**src/async_dma_pkg.sv**
```systemverilog
// Purpose: Shared constants for the asynchronous DMA context control block
// Assumes: APB with 12-bit byte addresses and 32-bit data
// Notes: Register addresses, field positions, speed codes and reset values

package async_dma_pkg;

	localparam int NUM_CTX = 4;
	localparam int FIRST_RX_CTX = 2;

	////////////////////////////////////////////////////////////////////////////////
	// Register map, index 0 = tx request, 1 = tx response, 2 = rx request, 3 = rx response
	localparam logic [3:0][11:0] CTX_SET_ADDR = {12'h1e0, 12'h1c0, 12'h1a0, 12'h180};
	localparam logic [3:0][11:0] CTX_CLR_ADDR = {12'h1e4, 12'h1c4, 12'h1a4, 12'h184};
	localparam logic [3:0][11:0] CTX_PTR_ADDR = {12'h1ec, 12'h1cc, 12'h1ac, 12'h18c};
	localparam logic [11:0] IRQ_STATUS_ADDR = 12'h300;
	localparam logic [11:0] IRQ_MASK_ADDR = 12'h304;

	////////////////////////////////////////////////////////////////////////////////
	// Control register fields
	localparam int RUN_BIT = 15;
	localparam int WAKE_BIT = 12;
	localparam int DEAD_BIT = 11;
	localparam int ACTIVE_BIT = 10;
	localparam int SPD_MSB = 7;
	localparam int SPD_LSB = 5;
	localparam int EVT_MSB = 4;
	localparam int PTR_COUNT_MSB = 3;
	localparam int PTR_ADDR_LSB = 4;

	////////////////////////////////////////////////////////////////////////////////
	// Speed codes, all others reserved
	localparam logic [2:0] SPD_100 = 3'h0;
	localparam logic [2:0] SPD_200 = 3'h1;
	localparam logic [2:0] SPD_400 = 3'h2;

	////////////////////////////////////////////////////////////////////////////////
	// Reset values
	localparam logic [31:0] PTR_RESET = 32'h0000_0000;
	localparam logic [7:0] IRQ_STATUS_RESET = 8'h00;
	localparam logic [7:0] IRQ_MASK_RESET = 8'h00;

endpackage

```
**src/async_dma_irq.sv**
```systemverilog
// Purpose: Sticky interrupt status, mask and level interrupt output
// Assumes: Event pulses and write strobes on clk_sys
// Notes: Status bits clear by writing one; a new event wins over the clear

`timescale 1ns/1ns

module async_dma_irq (
	// Clock and reset
	input wire logic clk_sys,
	input wire logic rstn,
	// Events, low nibble fatal per context, high nibble completion
	input wire logic [7:0] eventIn,
	// Register writes
	input wire logic wrStatus,
	input wire logic wrMask,
	input wire logic [7:0] wdata,
	// Readback and interrupt
	output logic [7:0] status,
	output logic [7:0] mask,
	output logic irq
);

	typedef struct packed {
		logic [7:0] status;
		logic [7:0] mask;
		logic irq;
	} irq_state_t;

	irq_state_t q;
	irq_state_t d;

	always_comb begin
		d = q;
		// Set beats clear so a late event is never lost
		if (wrStatus) begin
			d.status = q.status & ~wdata;
		end
		d.status = d.status | eventIn;
		if (wrMask) begin
			d.mask = wdata;
		end
		d.irq = |(d.status & d.mask);
	end

	always_ff @(posedge clk_sys or negedge rstn) begin
		if (!rstn) begin
			q <= '{status: async_dma_pkg::IRQ_STATUS_RESET, mask: async_dma_pkg::IRQ_MASK_RESET, irq: 1'b0};
		end else begin
			q <= d;
		end
	end

	assign status = q.status;
	assign mask = q.mask;
	assign irq = q.irq;

	chk_irq_level: assert property (@(posedge clk_sys) disable iff (!rstn)
		irq == |(status & mask))
		else $error("irq level does not follow masked status");

	chk_irq_set_wins: assert property (@(posedge clk_sys) disable iff (!rstn)
		wrStatus & (eventIn != 8'h00) |=> (status & $past(eventIn)) == $past(eventIn))
		else $error("event lost to a status clear");

endmodule

```
**src/async_dma_context_control.sv**
```systemverilog
// Purpose: Control, status and command pointer for four asynchronous DMA contexts
// Assumes: APB slave, one wait state; DMA engine strobes are on clk_sys
// Notes: Speed field of transmit contexts reads as zero
// Operation
// - Descriptor processing runs while run bit 15 is set, stops when cleared.
// - Hardware never sets run; only a clear write or reset clears it.
// - Wake bit 12 resumes processing; a descriptor fetch clears it unless software sets it in the same cycle.
// - Fatal error while run is set sets dead bit 11; clearing run clears dead.
// - Active bit 10 is one while descriptors are being processed.
// - Speed codes: 000 100M, 001 200M, 010 400M, rest reserved.
// - Speed field bits 7:5 meaningful only on receive contexts.
// - Event code bits 4:0 hold link acknowledge or internal error code.
// - Control bits 31:16, 14:13 and 9:8 always read zero.
// - Each context has set and clear addresses, clear four bytes higher.
// - Setting run starts fetching at the command pointer's descriptor block.
// - Pointer holds upper 28 address bits; blocks are 16-byte aligned.
// - Descriptor count bits 3:0; zero marks the pointer invalid.
//
// The APB register port was left to the implementer.

`timescale 1ns/1ns

module async_dma_context_control (
	// Clock and reset
	input wire logic clk_sys,
	input wire logic rstn,
	input wire logic softRst,
	// APB slave
	input wire logic psel,
	input wire logic penable,
	input wire logic pwrite,
	input wire logic [11:0] paddr,
	input wire logic [31:0] pwdata,
	output logic [31:0] prdata,
	output logic pready,
	output logic pslverr,
	// DMA engine status, one bit or field per context
	input wire logic [3:0] descFetch,
	input wire logic [3:0] listEnd,
	input wire logic [3:0] fatalErr,
	input wire logic [3:0] evtValid,
	input wire logic [19:0] evtCode,
	input wire logic [11:0] evtSpeed,
	// DMA engine control
	output logic [3:0] ctxRun,
	output logic [3:0] ctxActive,
	output logic [3:0] fetchStart,
	output logic [3:0] fetchResume,
	output logic [127:0] fetchPtr,
	// Interrupt
	output logic irq
);

	typedef struct packed {
		logic [31:0] prdata;
		logic pready;
		logic pslverr;
		logic [3:0] run;
		logic [3:0] wake;
		logic [3:0] dead;
		logic [3:0] active;
		logic [3:0] startP;
		logic [3:0] resumeP;
		logic [3:0][2:0] spd;
		logic [3:0][4:0] evt;
		logic [3:0][31:0] ptr;
	} dma_state_t;

	dma_state_t q;
	dma_state_t d;

	logic accessCycle;
	logic wrFire;
	logic [3:0] setHit;
	logic [3:0] clrHit;
	logic [3:0] ptrHit;
	logic [3:0] runSet;
	logic [3:0] runClr;
	logic [3:0] wakeSet;
	logic [3:0] countZero;
	logic statusHit;
	logic maskHit;
	logic rdErr;
	logic [31:0] rdWord;
	logic [7:0] irqEvents;
	logic [7:0] irqStatus;
	logic [7:0] irqMask;

	////////////////////////////////////////////////////////////////////////////////
	// Control word as software sees it; unlisted bits stay zero
	function automatic logic [31:0] ctrl_word(input logic run, input logic wake, input logic dead,
		input logic active, input logic [2:0] spd, input logic [4:0] evt);
		logic [31:0] w;
		w = 32'h0000_0000;
		w[async_dma_pkg::RUN_BIT] = run;
		w[async_dma_pkg::WAKE_BIT] = wake;
		w[async_dma_pkg::DEAD_BIT] = dead;
		w[async_dma_pkg::ACTIVE_BIT] = active;
		w[async_dma_pkg::SPD_MSB:async_dma_pkg::SPD_LSB] = spd;
		w[async_dma_pkg::EVT_MSB:0] = evt;
		return w;
	endfunction

	////////////////////////////////////////////////////////////////////////////////
	// Next state
	always_comb begin
		d = q;
		d.startP = 4'h0;
		d.resumeP = 4'h0;
		accessCycle = psel & penable;
		// Writes land only at the edge that completes the access
		wrFire = accessCycle & q.pready & pwrite;
		d.pready = accessCycle & !q.pready;
		statusHit = (paddr == async_dma_pkg::IRQ_STATUS_ADDR);
		maskHit = (paddr == async_dma_pkg::IRQ_MASK_ADDR);
		rdErr = !(statusHit | maskHit);
		rdWord = 32'h0000_0000;
		if (statusHit) begin
			rdWord = {24'h00_0000, irqStatus};
		end
		if (maskHit) begin
			rdWord = {24'h00_0000, irqMask};
		end
		for (int i = 0; i < async_dma_pkg::NUM_CTX; i++) begin
			setHit[i] = (paddr == async_dma_pkg::CTX_SET_ADDR[i]);
			clrHit[i] = (paddr == async_dma_pkg::CTX_CLR_ADDR[i]);
			ptrHit[i] = (paddr == async_dma_pkg::CTX_PTR_ADDR[i]);
			if (setHit[i] | clrHit[i]) begin
				rdWord = ctrl_word(q.run[i], q.wake[i], q.dead[i], q.active[i], q.spd[i], q.evt[i]);
				rdErr = 1'b0;
			end
			if (ptrHit[i]) begin
				rdWord = q.ptr[i];
				rdErr = 1'b0;
			end
			// Only ones act; zero bits leave the control bits alone
			runSet[i] = wrFire & setHit[i] & pwdata[async_dma_pkg::RUN_BIT];
			runClr[i] = wrFire & clrHit[i] & pwdata[async_dma_pkg::RUN_BIT];
			wakeSet[i] = wrFire & setHit[i] & pwdata[async_dma_pkg::WAKE_BIT];
			countZero[i] = (q.ptr[i][async_dma_pkg::PTR_COUNT_MSB:0] == 4'h0);

			// Run changes only by software or by reset
			if (softRst | runClr[i]) begin
				d.run[i] = 1'b0;
			end else if (runSet[i]) begin
				d.run[i] = 1'b1;
			end

			// Wake: software set beats the fetch clear
			if (softRst) begin
				d.wake[i] = 1'b0;
			end else if (wakeSet[i]) begin
				d.wake[i] = 1'b1;
			end else if (descFetch[i]) begin
				d.wake[i] = 1'b0;
			end

			// Dead: a fatal error beats a run clear in the same cycle
			if (fatalErr[i] & q.run[i] & !softRst) begin
				d.dead[i] = 1'b1;
			end else if (softRst | runClr[i]) begin
				d.dead[i] = 1'b0;
			end

			// Active tracks descriptor processing
			if (softRst | runClr[i] | !q.run[i] & !runSet[i] | fatalErr[i] & q.run[i]) begin
				d.active[i] = 1'b0;
			end else if (runSet[i] & !q.run[i]) begin
				// Zero count means no valid block, so nothing is fetched
				if (!countZero[i] & !q.dead[i]) begin
					d.active[i] = 1'b1;
					d.startP[i] = 1'b1;
				end
			end else if (q.run[i] & !q.active[i] & !q.dead[i] & q.wake[i]) begin
				d.active[i] = 1'b1;
				d.resumeP[i] = 1'b1;
			end else if (q.active[i] & listEnd[i] & !q.wake[i] & !wakeSet[i]) begin
				// A pending wake keeps the context going past the list end
				d.active[i] = 1'b0;
			end

			// Completion status; transmit contexts keep speed at zero
			if (softRst) begin
				d.evt[i] = 5'h00;
				d.spd[i] = async_dma_pkg::SPD_100;
			end else if (evtValid[i]) begin
				d.evt[i] = evtCode[i*5 +: 5];
				if (i >= async_dma_pkg::FIRST_RX_CTX) begin
					d.spd[i] = evtSpeed[i*3 +: 3];
				end else begin
					d.spd[i] = async_dma_pkg::SPD_100;
				end
			end

			// Pointer is plain read and write, whole word
			if (wrFire & ptrHit[i]) begin
				d.ptr[i] = pwdata;
			end
		end
		d.prdata = (d.pready & !pwrite) ? rdWord : 32'h0000_0000;
		d.pslverr = d.pready & rdErr;
		irqEvents = {evtValid & ~{4{softRst}}, d.dead & ~q.dead};
	end

	always_ff @(posedge clk_sys or negedge rstn) begin
		if (!rstn) begin
			q <= '0;
			q.ptr <= {4{async_dma_pkg::PTR_RESET}};
		end else begin
			q <= d;
		end
	end

	////////////////////////////////////////////////////////////////////////////////
	// Interrupt status and mask
	async_dma_irq i_async_dma_irq (
		.clk_sys(clk_sys),
		.rstn(rstn),
		.eventIn(irqEvents),
		.wrStatus(wrFire & statusHit),
		.wrMask(wrFire & maskHit),
		.wdata(pwdata[7:0]),
		.status(irqStatus),
		.mask(irqMask),
		.irq(irq)
	);

	////////////////////////////////////////////////////////////////////////////////
	// Outputs
	assign prdata = q.prdata;
	assign pready = q.pready;
	assign pslverr = q.pslverr;
	assign ctxRun = q.run;
	assign ctxActive = q.active;
	assign fetchStart = q.startP;
	assign fetchResume = q.resumeP;
	// Engine addresses the block on 16-byte bounds; low nibble is the count
	assign fetchPtr = q.ptr;

	////////////////////////////////////////////////////////////////////////////////
	// Checks
	chk_apb_wait: assert property (@(posedge clk_sys) disable iff (!rstn)
		psel & penable & !pready |=> pready)
		else $error("apb access not answered after one wait state");

	chk_apb_unmapped: assert property (@(posedge clk_sys) disable iff (!rstn)
		pready |-> pslverr == rdErr)
		else $error("pslverr does not match address decode");

	chk_apb_ready_pulse: assert property (@(posedge clk_sys) disable iff (!rstn)
		pready |=> !pready)
		else $error("pready held longer than one cycle");

	genvar g;
	generate
		for (g = 0; g < async_dma_pkg::NUM_CTX; g++) begin : ctxChk
			chk_run_set_write: assert property (@(posedge clk_sys) disable iff (!rstn)
				runSet[g] & !softRst |=> ctxRun[g])
				else $error("run not set by set write");

			chk_run_never_self: assert property (@(posedge clk_sys) disable iff (!rstn)
				$rose(ctxRun[g]) |-> $past(runSet[g]))
				else $error("run rose without software set");

			chk_run_clear_stop: assert property (@(posedge clk_sys) disable iff (!rstn)
				runClr[g] |=> !ctxRun[g] && !ctxActive[g] && (!q.dead[g] || $past(fatalErr[g])))
				else $error("clearing run did not stop context");

			chk_wake_fetch_clr: assert property (@(posedge clk_sys) disable iff (!rstn)
				descFetch[g] & !wakeSet[g] |=> !q.wake[g])
				else $error("wake not cleared by descriptor fetch");

			chk_wake_set_wins: assert property (@(posedge clk_sys) disable iff (!rstn)
				wakeSet[g] & !softRst |=> q.wake[g])
				else $error("wake set lost");

			chk_dead_fatal: assert property (@(posedge clk_sys) disable iff (!rstn)
				fatalErr[g] & ctxRun[g] & !softRst |=> q.dead[g] && !ctxActive[g])
				else $error("fatal error did not set dead");

			chk_active_start: assert property (@(posedge clk_sys) disable iff (!rstn)
				runSet[g] & !ctxRun[g] & !countZero[g] & !q.dead[g] & !softRst
				|=> fetchStart[g] && ctxActive[g] ##1 !fetchStart[g])
				else $error("run set did not start fetch");

			chk_zero_count: assert property (@(posedge clk_sys) disable iff (!rstn)
				runSet[g] & !ctxRun[g] & countZero[g] |=> !fetchStart[g] && !ctxActive[g])
				else $error("fetch started on invalid pointer");

			chk_active_needs_run: assert property (@(posedge clk_sys) disable iff (!rstn)
				ctxActive[g] |-> ctxRun[g] && !q.dead[g])
				else $error("active without run or while dead");

			chk_event_code: assert property (@(posedge clk_sys) disable iff (!rstn)
				evtValid[g] & !softRst |=> q.evt[g] == $past(evtCode[g*5 +: 5]))
				else $error("event code not captured");

			chk_run_hold: assert property (@(posedge clk_sys) disable iff (!rstn)
				ctxRun[g] & !runClr[g] & !softRst |=> ctxRun[g])
				else $error("run dropped without clear or reset");

			chk_wake_hold: assert property (@(posedge clk_sys) disable iff (!rstn)
				q.wake[g] & !descFetch[g] & !softRst |=> q.wake[g])
				else $error("wake dropped without a fetch");

			chk_resume_wake: assert property (@(posedge clk_sys) disable iff (!rstn)
				ctxRun[g] & !ctxActive[g] & !q.dead[g] & q.wake[g] & !softRst & !runClr[g] & !fatalErr[g]
				|=> fetchResume[g] && ctxActive[g])
				else $error("wake did not resume processing");

			chk_list_end: assert property (@(posedge clk_sys) disable iff (!rstn)
				ctxActive[g] & listEnd[g] & !q.wake[g] & !wakeSet[g] |=> !ctxActive[g])
				else $error("context still active after list end");

			chk_start_needs_set: assert property (@(posedge clk_sys) disable iff (!rstn)
				fetchStart[g] |-> $past(runSet[g]))
				else $error("fetch start without run set");

			chk_ptr_write: assert property (@(posedge clk_sys) disable iff (!rstn)
				wrFire & ptrHit[g] |=> fetchPtr[g*32 +: 32] == $past(pwdata))
				else $error("command pointer write lost");

			chk_dead_irq: assert property (@(posedge clk_sys) disable iff (!rstn)
				$rose(q.dead[g]) |-> irqStatus[g])
				else $error("dead rise did not flag interrupt status");

			if (g < async_dma_pkg::FIRST_RX_CTX) begin : txChk
				chk_tx_speed_zero: assert property (@(posedge clk_sys) disable iff (!rstn)
					q.spd[g] == async_dma_pkg::SPD_100)
					else $error("transmit speed field not zero");
			end else begin : rxChk
				chk_rx_speed: assert property (@(posedge clk_sys) disable iff (!rstn)
					evtValid[g] & !softRst |=> q.spd[g] == $past(evtSpeed[g*3 +: 3]))
					else $error("receive speed not captured");
			end
		end
	endgenerate

	chk_reserved_zero: assert property (@(posedge clk_sys) disable iff (!rstn)
		pready & !pslverr & ((paddr & 12'h01b) == 12'h000) & (paddr >= 12'h180) & (paddr < 12'h200)
		|-> (prdata & 32'hffff_6300) == 32'h0000_0000)
		else $error("reserved control bits read nonzero");

endmodule

```
**config.mk**
```make
export PLATFORM = sky130hd
export DESIGN_NAME = async_dma_context_control
export DESIGN_NICKNAME = d
export VERILOG_FILES = /design/src/async_dma_pkg.sv /design/src/async_dma_irq.sv /design/src/async_dma_context_control.sv
export SDC_FILE = /design/constraint.sdc
export NUM_CORES = 1
export LEC_CHECK = 0
export BUFFER_PORTS_ARGS = -buffer_cell sky130_fd_sc_hd__buf_2
export CORE_ASPECT_RATIO = 0.6
export CORE_MARGIN = 4
export CORE_UTILIZATION = 49
export DETAILED_ROUTE_END_ITERATION = 6
export PLACE_DENSITY = 0.81
export SLEW_MARGIN = 25
export SYNTH_ARGS = -nofsm -noshare
export SYNTH_HDL_FRONTEND = slang
export SYNTH_SLANG_ARGS = --single-unit
```
**constraint.sdc**
```tcl
create_clock -name clk_sys -period 1.8 [get_ports clk_sys]
set_input_delay 0.27 -clock clk_sys [delete_from_list [all_inputs] [get_ports clk_sys]]
set_output_delay 0.27 -clock clk_sys [all_outputs]
set_load 0.01 [all_outputs]
```
==> summary.md <==
The run finished, with violations left. The final reports fail on setup timing. By area the synthesized netlist is led by sky130_fd_sc_hd__dfrtp_1 48%, sky130_fd_sc_hd__buf_4 11%, sky130_fd_sc_hd__mux2_2 8.6%, sky130_fd_sc_hd__mux2_4 3.3%, sky130_fd_sc_hd__a22oi_1 3.2%. For the worst path setup slack after routing, the log shows -0.03913 ns. The count of non-filler cells in the finished layout is 1,608. Routability-driven placement finished with a final weighted congestion of 0.9775. The number of synthesized register bits is 229. For this run, the top clock speed supported by timing is 543.7 MHz.

The clock insertion delay at the later pin of the skew report was 0.52 ns. The per-cell via count in the routed design is 5.941, and the number of slew-limit violations in the final report is 0. The number of enable-type register cells in the synthesized netlist is 0, and the routed wire length is 38.88 mm. The worst register-to-register path ends at fetchPtr[27]. The mapped netlist covers 0.01197 mm2.

TritonCTS built the clock tree. Setup repair after global routing could not meet its margin everywhere. Number of vias in the routed layout: 9,553.

The library cell used most frequently in the layout, excluding fill and tap cells, is sky130_fd_sc_hd__buf_2. Worst reg-to-reg setup slack: -0.04 ns. After floorplanning, the core was divided into 43 placement rows. Synthesis handed over a netlist of 1,052 instances.

Across the routed clock network, the largest skew measured is 0.01294 ns. The number of iterations in the first detailed-routing pass is 5. The period utilization is 1.022, and the core area is 0.02357 mm2.

The largest driver fanout on the critical path is 11, and the number of nets at the end of the flow is 1,375. From synthesis to final layout, the design area changed by 22.57%. The tree built by TritonCTS fans out to 229 sinks. The delay contributed by the slowest stage of the critical path was 0.36 ns; the maximum clock insertion buffer count was 3.

For the number of hold violations in the final report, the log shows 0. Yosys printed 0 warnings. Clock-pin slew was measured on the worst setup and hold paths at 0.06 ns. Once layout is done, the placed cells without fillers occupy 0.01467 mm2. The slowest stage of the critical path is the sky130_fd_sc_hd__dfrtp_1 cell. The worst setup path is captured at a flop. The number of cells on the worst reg-to-reg path is 7. The core occupancy in the finished layout is 0.6224, and the wire length of the first global-routing pass is 58.06 mm. In this run the critical register-to-register path is launched from pready. Proportion of netlist area held by the largest area contributor: 0.4789.

The startpoint identified for the worst hold timing path is evtCode[13]. Overall power consumption after layout is estimated at 0.01059 W. The worst setup path is of the flop to flop kind. The total overflow left after global routing is 0. The actual slew at the worst max-slew pin is 0.4854 ns. The wire-length estimate of the detail-placed layout is 29.10 mm. The starting utilization of the core area came out at 0.5078. STA puts the critical path data required time at 2.19 ns. Walking the worst path, the cells encountered are buf_6, nand4_1, buf_6, nor3_4, buf_6, buf_12, mux2_4. The logs give 277 for the number of I/O pins and 1,547 for the number of placed instances, taps included. The critical path starts at pready. The clock tree root driver cell is sky130_fd_sc_hd__clkbuf_16.

The most used flip-flop cell after synthesis is sky130_fd_sc_hd__dfrtp_1. The number of antenna violations at the first check in global routing is 0, and the DRC violation total after the first TritonRoute iteration is 1,180. Buffers inserted during clock tree synthesis total 22. The async set-or-reset flop fraction in the synthesized netlist is 1.000.

In this design, the critical path's most frequently occurring cell is sky130_fd_sc_hd__buf_6. Measured along the y axis, the die boundary spans 129.1 um. Setup violations remaining at the end of the flow were counted as 25. The logs give 0.01358 mm2 for the cell area reported after detailed placement and 71 for the number of distinct standard cells referenced by the synthesized netlist. The tool flagged a number of max-cap violations equal to 0.

The H-tree level count is 1. The logs give 55 for the largest net degree at the start of global routing and 0 for the number of DRC violations after detailed routing. The worst setup path is launched from a flop. The tools report the portion of the post-synthesis area used by sequential elements as 0.4789. The count of antenna-violating nets left after detailed routing is 0.

Leaving out fill and tap cells, the most frequent cells in the layout are 269 x sky130_fd_sc_hd__buf_2, 229 x sky130_fd_sc_hd__dfrtp_1, 117 x sky130_fd_sc_hd__buf_4, 66 x sky130_fd_sc_hd__nor2_1, 66 x sky130_fd_sc_hd__mux2_2. Data arrives at the worst endpoint at 2.23 ns. The tools report the net count after synthesis as 1,150. The total power per unit cell area came out at 722.0 mW/mm2.

Cell family contributing the most delay on the critical path: buffers and inverters. The worst IR drop on VDD was 0.5182 mV. The number of antenna diodes in the final layout is 0. Hold is met by 0.02341 ns.

The shortest clock period the worst path allows after layout works out to 1.839 ns. The top cell type by total area after synthesis was sky130_fd_sc_hd__dfrtp_1. The proportion of layout cells with a drive suffix above 1 works out to 0.4880. The number of buffers and inverters on the critical path is 4. The path class of the tightest hold or removal check is input pin to flop.

In this run the tool buffered the top-level ports with 270 buffer cells. The area of the die was 0.02707 mm2. The hold path endpoint was q[141].

Along the worst hold path, the cell count comes to 3. The floorplan die width is 209.8 um, and the static leakage power is 7.572 nW. The run gives 0.6734 as the headroom to the max-slew limit.

In this run the mean area of a mapped cell was 11.37 um2. The average wire per cell in the routed design was 24.18 um. The tools report the via count of the first global-routing pass as 9,443.

The overall track demand over capacity in global routing is 0.2770.
[worst max-delay path by stage]
stage | endpoint | slack (ns) | depth (start not counted)
global placement | fetchStart[0] | -0.28 | 5
global route | ctxActive[2] | -0.13 | 8
finish | fetchPtr[27] | -0.04 | 7
floorplan | fetchPtr[81] | -0.19 | 7
CTS | fetchPtr[22] | 0.008 | 6
detailed placement | ctxActive[1] | -0.34 | 8
[per-stage QoR]
stage,TNS [ns],worst slack (ns)
finish,-0.6921,-0.03913
global route,-2.868,-0.1257
CTS,0,0.008030
detailed placement,-33.78,-0.3438
global placement,-31.00,-0.2828
floorplan,-13.08,-0.1889
[layer usage]
layer  share of wire  vias up  wire length, um  GRT usage
met5               0        -                0          0
met4           0.018        0              687    0.04141
met3            0.13       69             4989    0.09025
met2            0.42      631            16370     0.3946
met1            0.43     4774            16830     0.4234
li1                -     4079                -          -
[cell usage after synthesis (4+ instances only)]
| master | n |
|---|---|
| sky130_fd_sc_hd__a211o_1 | 5 |
| sky130_fd_sc_hd__a21o_1 | 4 |
| sky130_fd_sc_hd__a21oi_1 | 42 |
| sky130_fd_sc_hd__a221o_1 | 5 |
| sky130_fd_sc_hd__a222oi_1 | 5 |
| sky130_fd_sc_hd__a22o_1 | 4 |
| sky130_fd_sc_hd__a22oi_1 | 51 |
| sky130_fd_sc_hd__a2bb2oi_1 | 4 |
| sky130_fd_sc_hd__buf_1 | 6 |
| sky130_fd_sc_hd__buf_2 | 16 |
| sky130_fd_sc_hd__buf_4 | 179 |
| sky130_fd_sc_hd__buf_6 | 7 |
| sky130_fd_sc_hd__clkbuf_1 | 21 |
| sky130_fd_sc_hd__dfrtp_1 | 229 |
| sky130_fd_sc_hd__inv_1 | 12 |
| sky130_fd_sc_hd__mux2_1 | 17 |
| sky130_fd_sc_hd__mux2_2 | 91 |
| sky130_fd_sc_hd__mux2_4 | 26 |
| sky130_fd_sc_hd__mux2i_1 | 36 |
| sky130_fd_sc_hd__nand2_1 | 37 |
| sky130_fd_sc_hd__nand3_1 | 9 |
| sky130_fd_sc_hd__nor2_1 | 70 |
| sky130_fd_sc_hd__nor2_4 | 5 |
| sky130_fd_sc_hd__nor2b_1 | 9 |
| sky130_fd_sc_hd__nor3_1 | 20 |
| sky130_fd_sc_hd__nor3b_1 | 4 |
| sky130_fd_sc_hd__nor4_1 | 10 |
| sky130_fd_sc_hd__o21ai_0 | 33 |
| sky130_fd_sc_hd__o22ai_1 | 16 |
| sky130_fd_sc_hd__or3_1 | 6 |
[tightest hold or removal path: stages]
cell and delay [ns]:
sky130_fd_sc_hd__buf_2 0.07, sky130_fd_sc_hd__mux2i_1 0.06, sky130_fd_sc_hd__nor2_1 0.08
[state kept, by name (all words and copies together), names as in the netlist]
name	count
prdata	32
i_async_dma_irq.irq	1
fetchResume	4
pready	1
q	34
ctxActive	4
i_async_dma_irq.mask	8
fetchPtr	128
i_async_dma_irq.status	8
ctxRun	4
pslverr	1
fetchStart	4
[where the power goes]
| group | switching, W | total, W | internal, W |
|---|---|---|---|
| clock network | 0.00199 | 0.00464 | 0.00265 |
| logic | 0.000441 | 0.000731 | 0.000290 |
| registers | 0.0000342 | 0.00522 | 0.00518 |
| total | 0.00247 | 0.0106 | 0.00812 |
[final cells by class]
type	count	area (um2)
clock buffer	31	645.6
fill	1862	8897
tap	315	394.1
clock inverter	9	77.57
sequential	229	5731
timing repair buffer	431	2922
inverter	12	45.04
multi-input combinational	581	4853
[repair_timing]
action | CTS | global route
gates cloned | 1 | 1
pin swaps | 4 | 9
hold buffers | 15 | 0
resized for setup | 4 | 33
endpoints found under the hold margin | 62 | 0
endpoints found under the setup margin | 63 | 43
setup buffers | 1 | 3
[kinds of logic (layout without fill, tap and decap cells)]
group,count (synthesis),after routing,synth area share
muxes,170,170,0.1644
and+or+nand+nor,212,212,0.1040
buffers and inverters,242,483,0.1382
DFF,229,229,0.4789
AOI/OAI and AO/OA,199,199,0.1145
(Power assumes the default switching activity.)
